===== src/rtl/pmoc_pkg.sv =====
// Constants, tables and carrier types for the output configuration command bank.
// Assumes one 20 MHz clock and a command decoder outside that presents whole bytes.
package pmoc_pkg;

  // ----------------------------------------------------------------------
  // Timing
  // ----------------------------------------------------------------------
  localparam int CLK_PERIOD_NS = 50;
  localparam int MS_NS = 1000000;
  localparam int US_NS = 1000;
  localparam int MS_CYC = MS_NS / CLK_PERIOD_NS;
  localparam int US_CYC = US_NS / CLK_PERIOD_NS;
  localparam int BLANK_US = 100;
  localparam int BLANK_CYC = BLANK_US * US_CYC;

  // ----------------------------------------------------------------------
  // Command codes and paging
  // ----------------------------------------------------------------------
  localparam logic [7:0] CMD_FREQ_PHASE = 8'hd7;
  localparam logic [7:0] CMD_REF_SETPOINT = 8'hd8;
  localparam logic [7:0] CMD_CUR_LIMIT = 8'hd9;
  localparam logic [7:0] CMD_NOTIFY_FLAG = 8'hda;
  localparam logic [7:0] CMD_SW_RST = 8'hdb;
  localparam logic [7:0] CMD_HOLD_TIME = 8'hdc;
  localparam logic [7:0] CMD_WAIT_TIMES = 8'hdd;
  localparam logic [7:0] PAGE_MAX = 8'h03;
  localparam int NUM_OUT = 4;

  // ----------------------------------------------------------------------
  // Field positions and values after reset
  // ----------------------------------------------------------------------
  localparam int REF_MSB = 6;
  localparam int ILIM_WIDE_MSB = 2;
  localparam int ILIM_NARROW_MSB = 1;
  localparam int ON_WAIT_LSB = 3;
  localparam int OFF_WAIT_LSB = 0;
  localparam int NOTIFY_BIT = 0;
  localparam logic [6:0] REF_RST = 7'h14;
  localparam logic [2:0] ILIM_WIDE_RST = 3'h4;
  localparam logic [2:0] ILIM_NARROW_RST = 3'h3;
  localparam logic [5:0] WAITS_RST = 6'h10;
  localparam logic [2:0] HOLD_RST = 3'h0;

  // ----------------------------------------------------------------------
  // Code tables, index 0 at the right
  // ----------------------------------------------------------------------
  localparam logic [7:0][11:0] HOLD_MS = {12'd2000, 12'd1500, 12'd1000, 12'd500,
                                          12'd250, 12'd100, 12'd50, 12'd1};
  localparam logic [7:0][11:0] WAIT_MS = {12'd2000, 12'd1000, 12'd500, 12'd100,
                                          12'd25, 12'd5, 12'd1, 12'd0};
  localparam logic [7:0][4:0] TSTEP_US = {5'd16, 5'd12, 5'd8, 5'd6, 5'd4, 5'd3, 5'd2, 5'd1};
  localparam logic [7:0][4:0] BSTEP_UP = {5'd16, 5'd12, 5'd10, 5'd8, 5'd6, 5'd4, 5'd2, 5'd1};
  localparam logic [7:0][4:0] BSTEP_DN = {5'd8, 5'd6, 5'd5, 5'd4, 5'd3, 5'd2, 5'd1, 5'd1};

  // ----------------------------------------------------------------------
  // Types
  // ----------------------------------------------------------------------
  typedef struct packed {
    logic wr;
    logic rd;
    logic [7:0] code;
    logic [7:0] data;
  } pmoc_cmd_t;

  typedef struct packed {
    logic en;
    logic [2:0] tstep;
    logic [2:0] bstep;
  } pmoc_ramp_cfg_t;

  typedef enum logic [1:0] {
    OUT_OFF = 2'b00,
    OUT_ON_WAIT = 2'b01,
    OUT_ON = 2'b10,
    OUT_OFF_WAIT = 2'b11
  } pmoc_out_st_t;

endpackage


===== src/rtl/pmoc_wait.sv =====
// Millisecond countdown timer with its own prescaler.
// Assumes a start pulse from logic on the same clock.
`timescale 1ns/1ns
module pmoc_wait #(
  parameter int MS_CYCLES = pmoc_pkg::MS_CYC
) (
  input wire logic i_ref_clk,
  input wire logic i_rst_n,
  input wire logic i_start,
  input wire logic [11:0] i_ms,
  output logic o_busy,
  output logic o_done
);

  typedef struct packed {
    logic busy;
    logic done;
    logic [11:0] ms;
    logic [15:0] pre;
  } pmoc_wait_st_t;

  pmoc_wait_st_t st_r;
  pmoc_wait_st_t st_nxt;

  always_comb begin
    st_nxt = st_r;
    st_nxt.done = 1'b0;
    if (i_start) begin
      // Restart reloads the prescaler so the delay is exact from the request
      st_nxt.busy = 1'b1;
      st_nxt.ms = i_ms;
      st_nxt.pre = 16'(MS_CYCLES - 1);
    end else if (st_r.busy) begin
      if (st_r.ms == 12'h000) begin
        st_nxt.busy = 1'b0;
        st_nxt.done = 1'b1;
      end else if (st_r.pre == 16'h0000) begin
        st_nxt.pre = 16'(MS_CYCLES - 1);
        st_nxt.ms = st_r.ms - 12'h001;
      end else begin
        st_nxt.pre = st_r.pre - 16'h0001;
      end
    end
  end

  always_ff @(posedge i_ref_clk) begin
    if (!i_rst_n) begin
      st_r <= '0;
    end else begin
      st_r <= st_nxt;
    end
  end

  assign o_busy = st_r.busy;
  assign o_done = st_r.done;

endmodule // pmoc_wait


===== src/rtl/pmoc_ramp.sv =====
// Slew-limited reference stepper with fault blanking for one output.
// Assumes target and ramp settings come from logic on the same clock.
`timescale 1ns/1ns
module pmoc_ramp (
  input wire logic i_ref_clk,
  input wire logic i_rst_n,
  input wire logic [6:0] i_target,
  input wire pmoc_pkg::pmoc_ramp_cfg_t i_cfg,
  output logic [6:0] o_vref,
  output logic o_blank
);

  typedef struct packed {
    logic [6:0] vref;
    logic [8:0] tmr;
    logic [11:0] blank;
  } pmoc_ramp_st_t;

  pmoc_ramp_st_t st_r;
  pmoc_ramp_st_t st_nxt;
  logic [6:0] step_up;
  logic [6:0] step_dn;
  logic [6:0] dist_up;
  logic [6:0] dist_dn;

  assign step_up = 7'(pmoc_pkg::BSTEP_UP[i_cfg.bstep]);
  assign step_dn = 7'(pmoc_pkg::BSTEP_DN[i_cfg.bstep]);
  assign dist_up = i_target - st_r.vref;
  assign dist_dn = st_r.vref - i_target;

  always_comb begin
    st_nxt = st_r;
    if (st_r.vref != i_target) begin
      st_nxt.blank = 12'(pmoc_pkg::BLANK_CYC);
      if (!i_cfg.en) begin
        st_nxt.vref = i_target;
      end else if (st_r.tmr != 9'h000) begin
        st_nxt.tmr = st_r.tmr - 9'h001;
      end else begin
        st_nxt.tmr = 9'(32'(pmoc_pkg::TSTEP_US[i_cfg.tstep]) * pmoc_pkg::US_CYC - 1);
        if (i_target > st_r.vref) begin
          st_nxt.vref = (dist_up <= step_up) ? st_r.vref + 7'h01 : st_r.vref + step_up;
        end else begin
          st_nxt.vref = (dist_dn <= step_dn) ? st_r.vref - 7'h01 : st_r.vref - step_dn;
        end
      end
    end else begin
      st_nxt.tmr = 9'h000;
      if (st_r.blank != 12'h000) begin
        st_nxt.blank = st_r.blank - 12'h001;
      end
    end
  end

  always_ff @(posedge i_ref_clk) begin
    if (!i_rst_n) begin
      st_r <= '0;
      st_r.vref <= pmoc_pkg::REF_RST;
    end else begin
      st_r <= st_nxt;
    end
  end

  assign o_vref = st_r.vref;
  assign o_blank = (st_r.vref != i_target) || (st_r.blank != 12'h000);

endmodule // pmoc_ramp


===== src/rtl/pmoc_output_config.sv =====
// Paged and global output configuration commands with turn-on and turn-off timing.
// Assumes a command decoder that presents one byte command per strobe and
// the current page; chip enable and supply-good arrive from pins.
//
// Behaviour
// - Setpoint: 7 bits, 10 mV steps, default 0x14
// - Setpoint changes while running ramp toward target
// - Faults blanked during ramp plus 100 us
// - Outputs 0-1: 3-bit current limit, default 100
// - Outputs 2-3: 2-bit current limit, default 11
// - One code sets both switch limits
// - Paged commands act on selected page 0-3
// - Notify flag cleared by reset, host sets
// - Software reset acts like reset pin pulse
// - Notify, software reset, hold time are global
// - No start before hold delay; requests held
// - Hold code selects 1 to 2000 ms
// - Hold counted after supply settles, exact timing
// - On wait bits 5:3, off wait 2:0
// - Zero wait code acts immediately
// - Waits skipped by immediate off and faults
// - Frequency and phase writes have no effect
// - Step size per timestep, single step near end
`timescale 1ns/1ns
module pmoc_output_config #(
  parameter int MS_CYCLES = pmoc_pkg::MS_CYC
) (
  input wire logic i_ref_clk,
  input wire logic i_rst_n,
  input wire pmoc_pkg::pmoc_cmd_t i_cmd,
  input wire logic [7:0] i_page,
  input wire logic i_chip_en,
  input wire logic i_supply_ok,
  input wire logic [3:0] i_on_req,
  input wire logic [3:0] i_off_req,
  input wire logic [3:0] i_off_now,
  input wire logic [3:0] i_fault_off,
  input wire pmoc_pkg::pmoc_ramp_cfg_t [3:0] i_ramp_cfg,
  output logic [7:0] o_rd_data,
  output logic o_rd_valid,
  output logic [3:0] o_out_en,
  output logic [3:0][6:0] o_vref,
  output logic [3:0] o_fault_blank,
  output logic [3:0][2:0] o_ilim,
  output logic o_sw_reset_pulse,
  output logic o_hold_done
);

  // ----------------------------------------------------------------------
  // State
  // ----------------------------------------------------------------------
  typedef struct packed {
    logic [1:0] ce_sync;
    logic [1:0] ok_sync;
    logic armed;
    logic hold_done;
    logic [3:0][6:0] ref_sp;
    logic [3:0][2:0] ilim;
    logic [3:0][5:0] waits;
    logic [2:0] hold;
    logic notify;
    pmoc_pkg::pmoc_out_st_t [3:0] ost;
    logic [3:0] pend;
    logic srst;
    logic [7:0] rd_data;
    logic rd_valid;
  } pmoc_top_st_t;

  pmoc_top_st_t st_r;
  pmoc_top_st_t st_nxt;
  logic rst_int_n;
  logic page_ok;
  logic [1:0] pg;
  logic ce_ok;
  logic h_start;
  logic h_done;
  logic [3:0] w_start;
  logic [3:0][11:0] w_ms;
  logic [3:0] w_done;

  // Software reset drives the same synchronous reset as the pin
  assign rst_int_n = i_rst_n & ~st_r.srst;
  assign page_ok = (i_page <= pmoc_pkg::PAGE_MAX);
  assign pg = i_page[1:0];
  assign ce_ok = st_r.ce_sync[1] & st_r.ok_sync[1];

  // ----------------------------------------------------------------------
  // Next state
  // ----------------------------------------------------------------------
  always_comb begin
    st_nxt = st_r;
    h_start = 1'b0;
    w_start = '0;
    w_ms = '0;

    // Pin synchronisers
    st_nxt.ce_sync = {st_r.ce_sync[0], i_chip_en};
    st_nxt.ok_sync = {st_r.ok_sync[0], i_supply_ok};

    // Start-up hold: begins once enable is seen and the core supply is good
    if (!ce_ok) begin
      st_nxt.armed = 1'b0;
      st_nxt.hold_done = 1'b0;
    end else begin
      if (!st_r.armed) begin
        st_nxt.armed = 1'b1;
        h_start = 1'b1;
      end
      if (h_done && st_r.armed) begin
        st_nxt.hold_done = 1'b1;
      end
    end

    // Command writes
    if (i_cmd.wr) begin
      unique case (i_cmd.code)
        pmoc_pkg::CMD_REF_SETPOINT: begin
          if (page_ok) begin
            st_nxt.ref_sp[pg] = i_cmd.data[pmoc_pkg::REF_MSB:0];
          end
        end
        pmoc_pkg::CMD_CUR_LIMIT: begin
          if (page_ok) begin
            if (pg[1]) begin
              st_nxt.ilim[pg] = {1'b0, i_cmd.data[pmoc_pkg::ILIM_NARROW_MSB:0]};
            end else begin
              st_nxt.ilim[pg] = i_cmd.data[pmoc_pkg::ILIM_WIDE_MSB:0];
            end
          end
        end
        pmoc_pkg::CMD_NOTIFY_FLAG: begin
          st_nxt.notify = i_cmd.data[pmoc_pkg::NOTIFY_BIT];
        end
        pmoc_pkg::CMD_SW_RST: begin
          st_nxt.srst = 1'b1;
        end
        pmoc_pkg::CMD_HOLD_TIME: begin
          st_nxt.hold = i_cmd.data[2:0];
        end
        pmoc_pkg::CMD_WAIT_TIMES: begin
          if (page_ok) begin
            st_nxt.waits[pg] = i_cmd.data[5:0];
          end
        end
        // Frequency and phase are only loaded from storage at reset
        pmoc_pkg::CMD_FREQ_PHASE: begin
        end
        default: begin
        end
      endcase
    end

    // Command reads
    st_nxt.rd_valid = i_cmd.rd;
    if (i_cmd.rd) begin
      unique case (i_cmd.code)
        pmoc_pkg::CMD_REF_SETPOINT: begin
          st_nxt.rd_data = page_ok ? {1'b0, st_r.ref_sp[pg]} : 8'h00;
        end
        pmoc_pkg::CMD_CUR_LIMIT: begin
          st_nxt.rd_data = page_ok ? {5'h00, st_r.ilim[pg]} : 8'h00;
        end
        pmoc_pkg::CMD_NOTIFY_FLAG: begin
          st_nxt.rd_data = {7'h00, st_r.notify};
        end
        pmoc_pkg::CMD_HOLD_TIME: begin
          st_nxt.rd_data = {5'h00, st_r.hold};
        end
        pmoc_pkg::CMD_WAIT_TIMES: begin
          st_nxt.rd_data = page_ok ? {2'h0, st_r.waits[pg]} : 8'h00;
        end
        default: begin
          st_nxt.rd_data = 8'h00;
        end
      endcase
    end

    // Per-output turn-on and turn-off sequencing
    for (int i = 0; i < pmoc_pkg::NUM_OUT; i++) begin
      unique case (st_r.ost[i])
        pmoc_pkg::OUT_OFF: begin
          if (i_off_req[i]) begin
            st_nxt.pend[i] = 1'b0;
          end else if (i_on_req[i] || st_r.pend[i]) begin
            if (st_r.hold_done) begin
              w_start[i] = 1'b1;
              w_ms[i] = pmoc_pkg::WAIT_MS[st_r.waits[i][pmoc_pkg::ON_WAIT_LSB +: 3]];
              st_nxt.pend[i] = 1'b0;
              st_nxt.ost[i] = pmoc_pkg::OUT_ON_WAIT;
            end else begin
              st_nxt.pend[i] = 1'b1;
            end
          end
        end
        pmoc_pkg::OUT_ON_WAIT: begin
          if (i_off_req[i]) begin
            st_nxt.ost[i] = pmoc_pkg::OUT_OFF;
          end else if (i_on_req[i]) begin
            w_start[i] = 1'b1;
            w_ms[i] = pmoc_pkg::WAIT_MS[st_r.waits[i][pmoc_pkg::ON_WAIT_LSB +: 3]];
          end else if (w_done[i]) begin
            st_nxt.ost[i] = pmoc_pkg::OUT_ON;
          end
        end
        pmoc_pkg::OUT_ON: begin
          if (i_off_req[i]) begin
            w_start[i] = 1'b1;
            w_ms[i] = pmoc_pkg::WAIT_MS[st_r.waits[i][pmoc_pkg::OFF_WAIT_LSB +: 3]];
            st_nxt.ost[i] = pmoc_pkg::OUT_OFF_WAIT;
          end
        end
        pmoc_pkg::OUT_OFF_WAIT: begin
          if (i_on_req[i]) begin
            w_start[i] = 1'b1;
            w_ms[i] = pmoc_pkg::WAIT_MS[st_r.waits[i][pmoc_pkg::ON_WAIT_LSB +: 3]];
            st_nxt.ost[i] = pmoc_pkg::OUT_ON_WAIT;
          end else if (w_done[i]) begin
            st_nxt.ost[i] = pmoc_pkg::OUT_OFF;
          end
        end
      endcase
      // Immediate off and internal shutdown bypass the waits
      if (i_off_now[i] || i_fault_off[i]) begin
        st_nxt.ost[i] = pmoc_pkg::OUT_OFF;
        st_nxt.pend[i] = 1'b0;
      end else if (!ce_ok) begin
        st_nxt.ost[i] = pmoc_pkg::OUT_OFF;
      end
    end
  end

  // ----------------------------------------------------------------------
  // Registers
  // ----------------------------------------------------------------------
  always_ff @(posedge i_ref_clk) begin
    if (!rst_int_n) begin
      st_r <= '0;
      st_r.ref_sp <= {4{pmoc_pkg::REF_RST}};
      st_r.ilim <= {pmoc_pkg::ILIM_NARROW_RST, pmoc_pkg::ILIM_NARROW_RST,
                    pmoc_pkg::ILIM_WIDE_RST, pmoc_pkg::ILIM_WIDE_RST};
      st_r.waits <= {4{pmoc_pkg::WAITS_RST}};
      st_r.hold <= pmoc_pkg::HOLD_RST;
    end else begin
      st_r <= st_nxt;
    end
  end

  // ----------------------------------------------------------------------
  // Timers and ramps
  // ----------------------------------------------------------------------
  pmoc_wait #(
    .MS_CYCLES(MS_CYCLES)
  ) u_hold (
    .i_ref_clk(i_ref_clk),
    .i_rst_n(rst_int_n),
    .i_start(h_start),
    .i_ms(pmoc_pkg::HOLD_MS[st_r.hold]),
    .o_busy(),
    .o_done(h_done)
  );

  for (genvar g = 0; g < pmoc_pkg::NUM_OUT; g++) begin : g_out
    pmoc_wait #(
      .MS_CYCLES(MS_CYCLES)
    ) u_wait (
      .i_ref_clk(i_ref_clk),
      .i_rst_n(rst_int_n),
      .i_start(w_start[g]),
      .i_ms(w_ms[g]),
      .o_busy(),
      .o_done(w_done[g])
    );

    pmoc_ramp u_ramp (
      .i_ref_clk(i_ref_clk),
      .i_rst_n(rst_int_n),
      .i_target(st_r.ref_sp[g]),
      .i_cfg(i_ramp_cfg[g]),
      .o_vref(o_vref[g]),
      .o_blank(o_fault_blank[g])
    );

    assign o_out_en[g] = (st_r.ost[g] == pmoc_pkg::OUT_ON) ||
                         (st_r.ost[g] == pmoc_pkg::OUT_OFF_WAIT);
  end

  // ----------------------------------------------------------------------
  // Outputs
  // ----------------------------------------------------------------------
  assign o_ilim = st_r.ilim;
  assign o_rd_data = st_r.rd_data;
  assign o_rd_valid = st_r.rd_valid;
  assign o_sw_reset_pulse = st_r.srst;
  assign o_hold_done = st_r.hold_done;

endmodule // pmoc_output_config


===== config.mk =====
export PLATFORM = sky130hd
export DESIGN_NAME = pmoc_output_config
export DESIGN_NICKNAME = d
export VERILOG_FILES = /design/src/rtl/pmoc_pkg.sv /design/src/rtl/pmoc_wait.sv /design/src/rtl/pmoc_ramp.sv /design/src/rtl/pmoc_output_config.sv
export SDC_FILE = /design/constraint.sdc
export NUM_CORES = 1
export LEC_CHECK = 0
export ABC_AREA = 1
export BUFFER_PORTS_ARGS = -buffer_cell sky130_fd_sc_hd__buf_4
export CAP_MARGIN = 30
export CORE_MARGIN = 2
export CORE_UTILIZATION = 63
export DETAILED_ROUTE_END_ITERATION = 8
export GPL_TIMING_DRIVEN = 0
export PLACE_DENSITY = 0.82
export RECOVER_POWER = 100
export SLEW_MARGIN = 20
export SYNTH_ARGS = -nofsm -noshare
export SYNTH_HDL_FRONTEND = slang
export SYNTH_SLANG_ARGS = --single-unit

===== constraint.sdc =====
create_clock -name i_ref_clk -period 5.7 [get_ports i_ref_clk]
set_input_delay 0.855 -clock i_ref_clk [delete_from_list [all_inputs] [get_ports i_ref_clk]]
set_output_delay 0.855 -clock i_ref_clk [all_outputs]
set_load 0.03 [all_outputs]

Yosys cells after proc, flatten, opt, wreduce, memory -nomap -nowiden
Memories as Yosys holds them, arrays and structs flattened. A register that Yosys moved wholly into a read port is not among the register bits.
Cells that the tools add are included.
{"block": "word_totals", "reg_bits": 358, "rom_bits": 1344, "wordCells": 595, "mem_count": 21}
{"block": "op_classes", "n_addsub": 46, "mul": 4, "magnitude_cmp": 32, "eq_ne": 59, "n_mux": 230, "bitwise": 15, "n_reduce_logical": 118}
{"memory": "(no name shown)", "depth": 8, "word_bits": 12, "read_ports": 1, "rd_clocked_by_memory_dff": 1, "wr": 0, "line_no": "pmoc_output_config.sv:257", "source": ".i_ms(pmoc_pkg::HOLD_MS[st_r.hold]),"}
{"memory": "(no name shown)", "depth": 8, "word_bits": 12, "read_ports": 1, "rd_clocked_by_memory_dff": 1, "wr": 0, "line_no": "pmoc_output_config.sv:215", "source": "w_ms[i] = pmoc_pkg::WAIT_MS[st_r.waits[i][pmoc_pkg::ON_WAIT_LSB +: 3]];"}
{"memory": "(no name shown)", "depth": 8, "word_bits": 12, "read_ports": 1, "rd_clocked_by_memory_dff": 1, "wr": 0, "line_no": "pmoc_output_config.sv:208", "source": "w_ms[i] = pmoc_pkg::WAIT_MS[st_r.waits[i][pmoc_pkg::OFF_WAIT_LSB +: 3]];"}
{"memory": "(no name shown)", "depth": 8, "word_bits": 12, "read_ports": 1, "rd_clocked_by_memory_dff": 1, "wr": 0, "line_no": "pmoc_output_config.sv:215"}
{"memory": "(no name shown)", "depth": 8, "word_bits": 12, "read_ports": 1, "rd_clocked_by_memory_dff": 1, "wr": 0, "line_no": "pmoc_output_config.sv:208"}
{"memory": "(no name shown)", "depth": 8, "word_bits": 12, "read_ports": 1, "rd_clocked_by_memory_dff": 1, "wr": 0, "line_no": "pmoc_output_config.sv:215"}
{"memory": "15 more memories"}
{"operator": "12-bit 2-to-1 mux", "n": 39}
{"operator": "28-bit 2-to-1 mux", "n": 10}
{"operator": "12-bit case mux with 4 select lines", "n": 4}
{"operator": "7-bit 2-to-1 mux", "n": 23}
{"operator": "30-bit 2-to-1 mux", "n": 5}
{"operator": "12-bit by 1-bit subtractor with 12-bit output, second input constant", "n": 9}
{"operator": "11-bit 2-to-1 mux", "n": 8}
{"operator": "16-bit zero test", "n": 5}
{"operator": "16-bit 2-to-1 mux", "n": 5}
{"operator": "16-bit by 1-bit subtractor with 16-bit output, second input constant", "n": 5}
{"operator": "2-bit 2-to-1 mux", "n": 39}
{"operator": "9-bit by 1-bit subtractor with 9-bit output, second input constant", "n": 8}
{"operator": "3-bit by 4-bit less-than comparator with 1-bit output, second input constant", "n": 17}
{"operator": "3-bit 2-to-1 mux", "n": 21}
{"operator": "12-bit zero test", "n": 5}
{"operator": "5-bit 2-to-1 mux", "n": 12}
{"operator": "7-bit by 5-bit less-or-equal comparator with 1-bit output", "n": 8}
{"operator": "7-bit subtractor", "n": 8}
{"operator": "2-bit AND reduction", "n": 26}
{"operator": "8-bit == test, second input constant", "n": 6}
{"operator": "12-bit nonzero test", "n": 4}
{"operator": "2-bit inequality test, second input constant", "n": 21}
{"operator": "1-bit 2-to-1 mux", "n": 38}
{"operator": "9-bit 2-to-1 mux", "n": 4}
{"operator": "other kinds (39)", "n": 174}

Logic depth before layout (Yosys ltp)
Gate-level depths: netlist of the first run.
{"block": "logic_depth", "word_depth": 7, "mapped_depth": 35}

Modules after synthesis
From an unflattened synthesis of the first run, not the netlist that was laid out.
{"block": "unflattened", "hier_cells": 4543, "area_unflattened_um2": 30000.0}
{"module": "pmoc_ramp at g_out[0].u_ramp ...", "n_inst": 3, "cells_each": 445, "area_each_um2": 2916.5, "seq_area_each_um2": 560.5}
{"module": "pmoc_output_config", "n_inst": 1, "cells_each": 1219, "area_each_um2": 8648.3, "seq_area_each_um2": 3563.4}
{"module": "pmoc_wait at g_out[1].u_wait ...", "n_inst": 4, "cells_each": 309, "area_each_um2": 1923.1, "seq_area_each_um2": 600.6}
{"module": "pmoc_ramp at g_out[3].u_ramp", "n_inst": 1, "cells_each": 445, "area_each_um2": 2986.6, "seq_area_each_um2": 560.5}
{"module": "pmoc_wait at g_out[0].u_wait", "n_inst": 1, "cells_each": 308, "area_each_um2": 1923.1, "seq_area_each_um2": 600.6}

Worst setup path after synthesis of the first run
No wires, ideal clock.
{"block": "synth_timing", "path_kind": "register to register", "start": "reg g_out[1].u_ramp.st_r (netlist bit g_out[1].u_ramp.o_vref[1])", "end": "reg g_out[1].u_ramp.st_r (netlist bit g_out[1].u_ramp.o_vref[6])", "t_arrival_ns": 4.059, "t_required_ns": 5.568, "slack_ns": 1.509, "stages_incl_launch_ff": 29, "path_buffers": 0, "synth_period_minus_slack_ns": 4.191, "cell_sequence": "dfxtp_1 inv_1 fa_1 xor2_1 ha_1 nand2_1 o21ai_0 nand2_1 nand2_1 nand2_1 nand3_1 inv_1 or2_2 ha_1 nand2_1 nand2_1 o22a_1 ha_1 nand3_1 nand3_1 nand2_1 nand2_1 a21oi_1 xor2_1 inv_1 nand3_1 nand3_1 nand2_1 a21oi_1"}
{"block": "synth_between", "elab_chain_len": 6, "elab_cells_between_ends": 16}
{"item": "from (decl)", "line_no": "pmoc_ramp.sv:19", "source": "pmoc_ramp_st_t st_r;"}
{"item": "from (signal assigned)", "line_no": "pmoc_ramp.sv:60", "source": "st_r <= st_nxt;"}
{"item": "7-bit subtractor, on equally long branches", "line_no": "pmoc_ramp.sv:29, pmoc_ramp.sv:28"}
{"item": "7-bit by 5-bit less-or-equal comparator with 1-bit output, on equally long branches", "line_no": "pmoc_ramp.sv:44, pmoc_ramp.sv:42"}
{"item": "7-bit 2-to-1 mux, on equally long branches", "line_no": "pmoc_ramp.sv:44, pmoc_ramp.sv:42"}
{"item": "7-bit 2-to-1 mux", "line_no": "pmoc_ramp.sv:41", "source": "if (i_target > st_r.vref) begin"}
{"item": "7-bit 2-to-1 mux", "line_no": "pmoc_ramp.sv:37", "source": "end else if (st_r.tmr != 9'h000) begin"}
{"item": "7-bit 2-to-1 mux", "line_no": "pmoc_ramp.sv:35", "source": "if (!i_cfg.en) begin"}
Parallel ways exist; a longest one is shown, timed or not. The select of a mux whose other input is x is not followed.
A chain may end at the register's enable or synchronous reset.

Final worst setup path of the first run
{"block": "layout_timing", "start": "reg g_out[1].u_ramp.st_r (netlist bit g_out[1].u_ramp.o_vref[2])", "end": "reg g_out[1].u_ramp.st_r (netlist bit g_out[1].u_ramp.o_vref[5])"}
Same word-level chain as after synthesis.

==> results of run 1 <==
through the flow:
stage / total power [W] / hold WS, ns / cell area (sq um) / cells
after floorplan: 0.00851 / 0.394 / 27200 / 3877
after detailed placement: 0.00991 / 0.404 / 28800 / 4552
final: 0.0131 / 0.414 / 30000 / 4638
after CTS: 0.0130 / 0.413 / 30400 / 4635
after global placement: 0.00976 / 0.398 / 28800 / 4547
after global routing: 0.0141 / 0.434 / 30000 / 4638
synth_stat cells, types with 9 or more instances:
library cell / count / share of area [%]
a211oi_1: 30 / 0.83
a21oi_1: 269 / 5.0
a221oi_1: 13 / 0.42
a31oi_1: 47 / 1.1
a32o_1: 10 / 0.37
a32oi_1: 13 / 0.42
a41oi_1: 12 / 0.39
buf_2: 19 / 0.35
buf_4: 54 / 1.5
clkbuf_1: 53 / 0.73
clkinv_1: 9 / 0.12
dfxtp_1: 440 / 32
fa_1: 12 / 0.88
ha_1: 183 / 8.4
inv_1: 570 / 7.9
inv_2: 20 / 0.28
nand2_1: 635 / 8.8
nand2_2: 9 / 0.21
nand3_1: 198 / 3.6
nand3b_1: 11 / 0.30
nand4_1: 62 / 1.4
nor2_1: 447 / 6.2
nor2_2: 18 / 0.41
nor3_1: 96 / 1.8
nor3b_1: 15 / 0.41
nor4_1: 15 / 0.35
o211ai_1: 46 / 1.3
o21ai_0: 265 / 4.9
o22ai_1: 16 / 0.37
o31ai_1: 13 / 0.36
or2_2: 18 / 0.41
xnor2_1: 39 / 1.3
xor2_1: 98 / 3.2
per-layer routing:
layer  part of all wire (%)  wire length, um
met1                     44            32700
met2                     44            32800
met3                    7.4             5490
met4                    4.2             3130
met5                      0                0
power by group through the flow:
stage                     clock (W)  sequential [W]  combinational, W
final                       0.00313         0.00374           0.00619
after global routing        0.00328         0.00379           0.00702
after CTS                   0.00315         0.00373           0.00616
after detailed placement          0         0.00380           0.00611
after global placement            0         0.00379           0.00597
after floorplan                   0         0.00369           0.00482
kinds of logic after synthesis:
| group | after synthesis | synth area share, % |
|---|---|---|
| buf+inv | 734 | 11.0 |
| simple gates | 1559 | 25.2 |
| xor+xnor | 137 | 4.42 |
| other cells | 1 | 0.0138 |
| flops | 440 | 32.4 |
| compound gates | 811 | 17.7 |
| fa+ha+maj | 195 | 9.31 |
worst paths after layout:
kind,start,to,slack (ns),cells after the start
min,st_nxt[93]$_SDFF_PN0_,st_r[93]$_SDFF_PN0_,0.41,2
max reg2reg,g_out[1].u_ramp.o_vref[2]$_SDFFE_PN1P_,g_out[1].u_ramp.o_vref[5]$_SDFFE_PN0P_,0.76,30
max,g_out[1].u_ramp.o_vref[2]$_SDFFE_PN1P_,g_out[1].u_ramp.o_vref[5]$_SDFFE_PN0P_,0.76,30
min reg2reg,st_nxt[93]$_SDFF_PN0_,st_r[93]$_SDFF_PN0_,0.41,2
worst reg2reg max path: cells and delay by family (launching register included):
| kind | cells | cell delay [ns] |
|---|---|---|
| buf+inv | 5 | 0.67 |
| xor+xnor | 2 | 0.20 |
| flops | 1 | 0.46 |
| fa+ha+maj | 4 | 1.13 |
| simple gates | 13 | 1.22 |
| compound gates | 6 | 1.11 |
final cells by class:
cell class,instances,area share [%]
flip-flops and latches,440,29.3
clock inverters,18,0.608
plain buffers,133,2.32
inverters,601,7.52
multi-input cells,2703,50.6
diodes,3,0.0250
repair buffers,129,2.80
clock buffers,65,4.58
well taps,546,2.27
==> impl_metrics.ini, run 1 <==
[outcome]
status = finished, final reports clean

[clocking]
clk_latency_ns = 0.60
post-cts-setup-buffers = 0
cts_tree = built
cts.clk_slew.worst_paths_ns = 0.06
cts_made_buffers = 48
cts_max_path_buffers = 3
cts.htree.levels = 2
cts-resized-gates = 0
cts_root_buffer = clkbuf_16
cts-hold-fix-buffers = 0
cts.sinks = 440

[sta]
rsz0062_at_grt = false
setup_viol = 0
setup_ws_ns = 0.759
finalHoldViolations = 0
fin_tns_setup_ns = 0
tightest_slew_ns = 1.10
period_needed_ns = 4.94
slew_headroom_pct = 26.6
max_freq_ghz = 0.202
skew_ns = 0.0171
slew_viol_final = 0
fin_crit_sh_pct = 86.7

[global_routing]
first_global_vias = 24156
grt_start_max_net_pins = 14
grt_use_total_pct = 32.7
met1_usage_pct = 43.8
grt_overflow = 0
antenna_found_initial = 3
grtUsageMet2_pct = 52.6
grt_pass1_wl_um = 119000
met3_usage_pct = 4.18
gr-max-usage-layer = met2

[placement]
finalWeightedCongestion = 0.950
portBuffers = 124
dpl.hpwl_um = 55500
post-place-ws_ns = 0.953

[layout]
syn2layout_area_growth_pct = 10.6
fillers = 3758
multi_input_area_sq_um = 15200
mostFrequentLayoutCell = nand2_1
nNetsFinal = 4325
mostFrequentLayoutCells = nand2_1 (645), inv_1 (582), nor2_1 (464), dfxtp_1 (440), o21ai_0 (270)
drive_above_1_share_pct = 6.73
regArea_sq_um = 8810
finish.utilization_pct = 70.2

[floorplan]
die_w_um = 212
dieArea_sq_um = 44800
rows = 76
core-area_sq_um = 42800
ios = 133
start_util_pct = 63.5
die_h_um = 212

[setup_path]
end_kind = register
critPathArrivalTime_ns = 5.38
slowest_delay_ns = 0.46
required_ns = 6.14
cp_top_family = simple AND/OR/NAND/NOR gates
crit_path_max_fanout = 8
critPathKind = reg -> reg
cp_num_buf_inv = 5
cp_common_cell = nand2_1
slowest_stage = dfxtp_1
cp-start-kind = register

[routing]
vias = 26323
drc = 0
dr.pass1.iters = 6
via_per_inst = 5.68
ant_nets = 0
routed_wirelength_um = 74100
wl_per_cell_um = 16.0
detail_route.iter0.violations = 2271

[yosys]
synth_flop_cell = dfxtp_1
synth_seq_cells = 440
synthArstFlopShare_pct = 0
synth_seq_area_share_pct = 32.4
syn_avg_cell_area_sq_um = 7.01
synth_cells = 3877
synth_area_sq_um = 27200
synth_warnings = 0
synth_edf_count = 0
synth_nets = 4146
synth_cell_types = 71

[power_and_ir_drop]
power.internal_w = 0.00759
swShare_pct = 41.9
pwr-share-seq_pct = 28.6
p_sw_w = 0.00548
leakage_nw = 14.2
ir_worst_vdd_v = 0.000345
p_clk_share_pct = 24.0
combPwrFrac_pct = 47.4
power_density_nw_per_um2 = 435

[flow_run]
cap_violations = 0

[hold_path]
hold_class = reg -> reg
(Power assumes the default switching activity.)
==> inputs of run 2 (changes only) <==
--- a/config.mk
+++ b/config.mk
@@ -12,7 +12,7 @@
 export CORE_UTILIZATION = 63
 export DETAILED_ROUTE_END_ITERATION = 8
 export GPL_TIMING_DRIVEN = 0
-export PLACE_DENSITY = 0.82
+export PLACE_DENSITY_LB_ADDON = 0.2
 export RECOVER_POWER = 100
 export SLEW_MARGIN = 20
 export SYNTH_ARGS = -nofsm -noshare
==> run 2 against run 1 <==
Cell count about the same. Hold slack about the same. Combinational power is essentially flat. Register-to-register slack improved by 0.03 ns. Via count grew 0.58%. Sequential share of layout area is 0.12 points lower. Cell area rose by 0.41%. Core utilization grew 0.29 points. Clock power up 7.0%. Flip-flop and latch count stayed put. Clock skew is 0.0014 ns lower. Critical path depth is 2 higher. Critical path type unchanged. Highest routed layer unchanged.
==> impl_metrics.ini, run 2 (synthesized netlist as in run 1, its figures left out) <==
[outcome]
status = finished, final reports clean

[power_and_ir_drop]
leakage_nw = 14.3
ir_worst_vdd_v = 0.000429
power_density_nw_per_um2 = 440

[floorplan]
rows = 76
dieArea_sq_um = 44800
core-area_sq_um = 42800
die_w_um = 212
start_util_pct = 63.5
die_h_um = 212
ios = 133

[hold_path]
hold_class = reg -> reg
worstHoldStart = st_nxt[93]$_SDFF_PN0_
min_to = st_r[93]$_SDFF_PN0_
holdPathStages = 2

[global_routing]
grt_start_max_net_pins = 15
grt_pass1_wl_um = 120000
grt_overflow = 0
antenna_found_initial = 3
first_global_vias = 24453
grt_use_total_pct = 33.2

[sta]
period_needed_ns = 4.92
rsz0062_at_grt = false
max_freq_ghz = 0.203
finalHoldViolations = 0
tightest_slew_ns = 1.10
skew_ns = 0.0157
fin_crit_sh_pct = 86.2
slew_viol_final = 0
slew_headroom_pct = 26.5
setup_viol = 0
fin_tns_setup_ns = 0
setup_ws_ns = 0.785

[setup_path]
required_ns = 6.14
r2r_start = st_r[83]$_SDFFE_PN0P_
ff2ff_path_depth = 32
cp_common_cell = nand2_1
cp-start-kind = register
r2r_setup_slack_ns = 0.78
critPathArrivalTime_ns = 5.35
r2r_end = g_out[3].u_ramp.o_vref[5]$_SDFFE_PN0P_
slowest_delay_ns = 0.41
critPathKind = reg -> reg
crit_path_max_fanout = 4
slowest_stage = fa_1
end_kind = register

[clocking]
cts.sinks = 440
cts_tree = built
cts-hold-fix-buffers = 0
clk_latency_ns = 0.60
cts.htree.levels = 2
cts_max_path_buffers = 3
post-cts-setup-buffers = 0
cts_root_buffer = clkbuf_16
cts-resized-gates = 0
cts.clk_slew.worst_paths_ns = 0.06
cts_made_buffers = 48

[routing]
drc = 0
wl_per_cell_um = 16.2
routed_wirelength_um = 75200
detail_route.iter0.violations = 2394
dr.pass1.iters = 7
vias = 26475
ant_nets = 0
via_per_inst = 5.70

[placement]
post-place-ws_ns = 0.948
portBuffers = 124
dpl.hpwl_um = 55700
finalWeightedCongestion = 0.963

[layout]
mostFrequentLayoutCell = nand2_1
mostFrequentLayoutCells = nand2_1 (646), inv_1 (582), nor2_1 (466), dfxtp_1 (440), o21ai_0 (271)
syn2layout_area_growth_pct = 11.0
finish.utilization_pct = 70.5
drive_above_1_share_pct = 6.82
nNetsFinal = 4325

[flow_run]
cap_violations = 0
## run 2: layer usage
metal | GRT usage [%] | wire, um
met1 | 43.5 | 32800
met2 | 54.6 | 33800
met3 | 4.97 | 5560
met4 | 14.2 | 2990
met5 | 0 | 0
## run 2: worst max-delay path by stage
stage | start | to | slack, ns | cells after the start
floorplan | g_out[1].u_ramp.o_vref[1]$_SDFFE_PN0P_ | g_out[1].u_ramp.o_vref[6]$_SDFFE_PN0P_ | 1.51 | 28
global placement | i_ramp_cfg[9] | g_out[1].u_ramp.o_vref[6]$_SDFFE_PN0P_ | 0.93 | 30
detailed placement | i_ramp_cfg[9] | g_out[1].u_ramp.o_vref[6]$_SDFFE_PN0P_ | 0.95 | 30
CTS | st_r[83]$_SDFFE_PN0P_ | g_out[3].u_ramp.o_vref[5]$_SDFFE_PN0P_ | 0.93 | 32
global route | st_r[83]$_SDFFE_PN0P_ | g_out[3].u_ramp.o_vref[6]$_SDFFE_PN0P_ | 0.36 | 35
finish | st_r[83]$_SDFFE_PN0P_ | g_out[3].u_ramp.o_vref[5]$_SDFFE_PN0P_ | 0.78 | 32
## run 2: worst max-delay path: cells and delay by family (launching register included)
family	cells	cell delay (ns)
adder cells (fa/ha/maj)	5	1.50
XOR/XNOR	1	0.18
AND/OR/NAND/NOR	18	1.68
flip-flops	1	0.36
buffers and inverters	3	0.31
AO/OA/AOI/OAI	5	0.71
## run 2: power breakdown
| group | leakage [nW] | switching (W) | internal, W |
|---|---|---|---|
| Sequential | 3.57 | 0.000333 | 0.00340 |
| Combinational | 9.88 | 0.00384 | 0.00235 |
| Clock | 0.842 | 0.00134 | 0.00201 |
| Total | 14.3 | 0.00551 | 0.00776 |
## run 2: area by class of cell
cell class,count,area (sq um)
Tap cell,546,683
Antenna cell,3,7.51
Sequential cell,440,8810
Buffer,133,694
Clock inverter,22,293
Clock buffer,65,1410
Timing Repair Buffer,129,833
Inverter,601,2260
Multi-Input combinational cell,2703,15200
Fill cell,3726,12600
## run 2: through the flow
step / hold slack, ns / instance area (sq um) / total power (W) / cells
floorplan: 0.394 / 27200 / 0.00851 / 3877
global placement: 0.398 / 28800 / 0.00977 / 4547
detailed placement: 0.404 / 28800 / 0.00989 / 4550
CTS: 0.415 / 30500 / 0.0133 / 4637
global route: 0.434 / 30200 / 0.0143 / 4642
finish: 0.414 / 30200 / 0.0133 / 4642
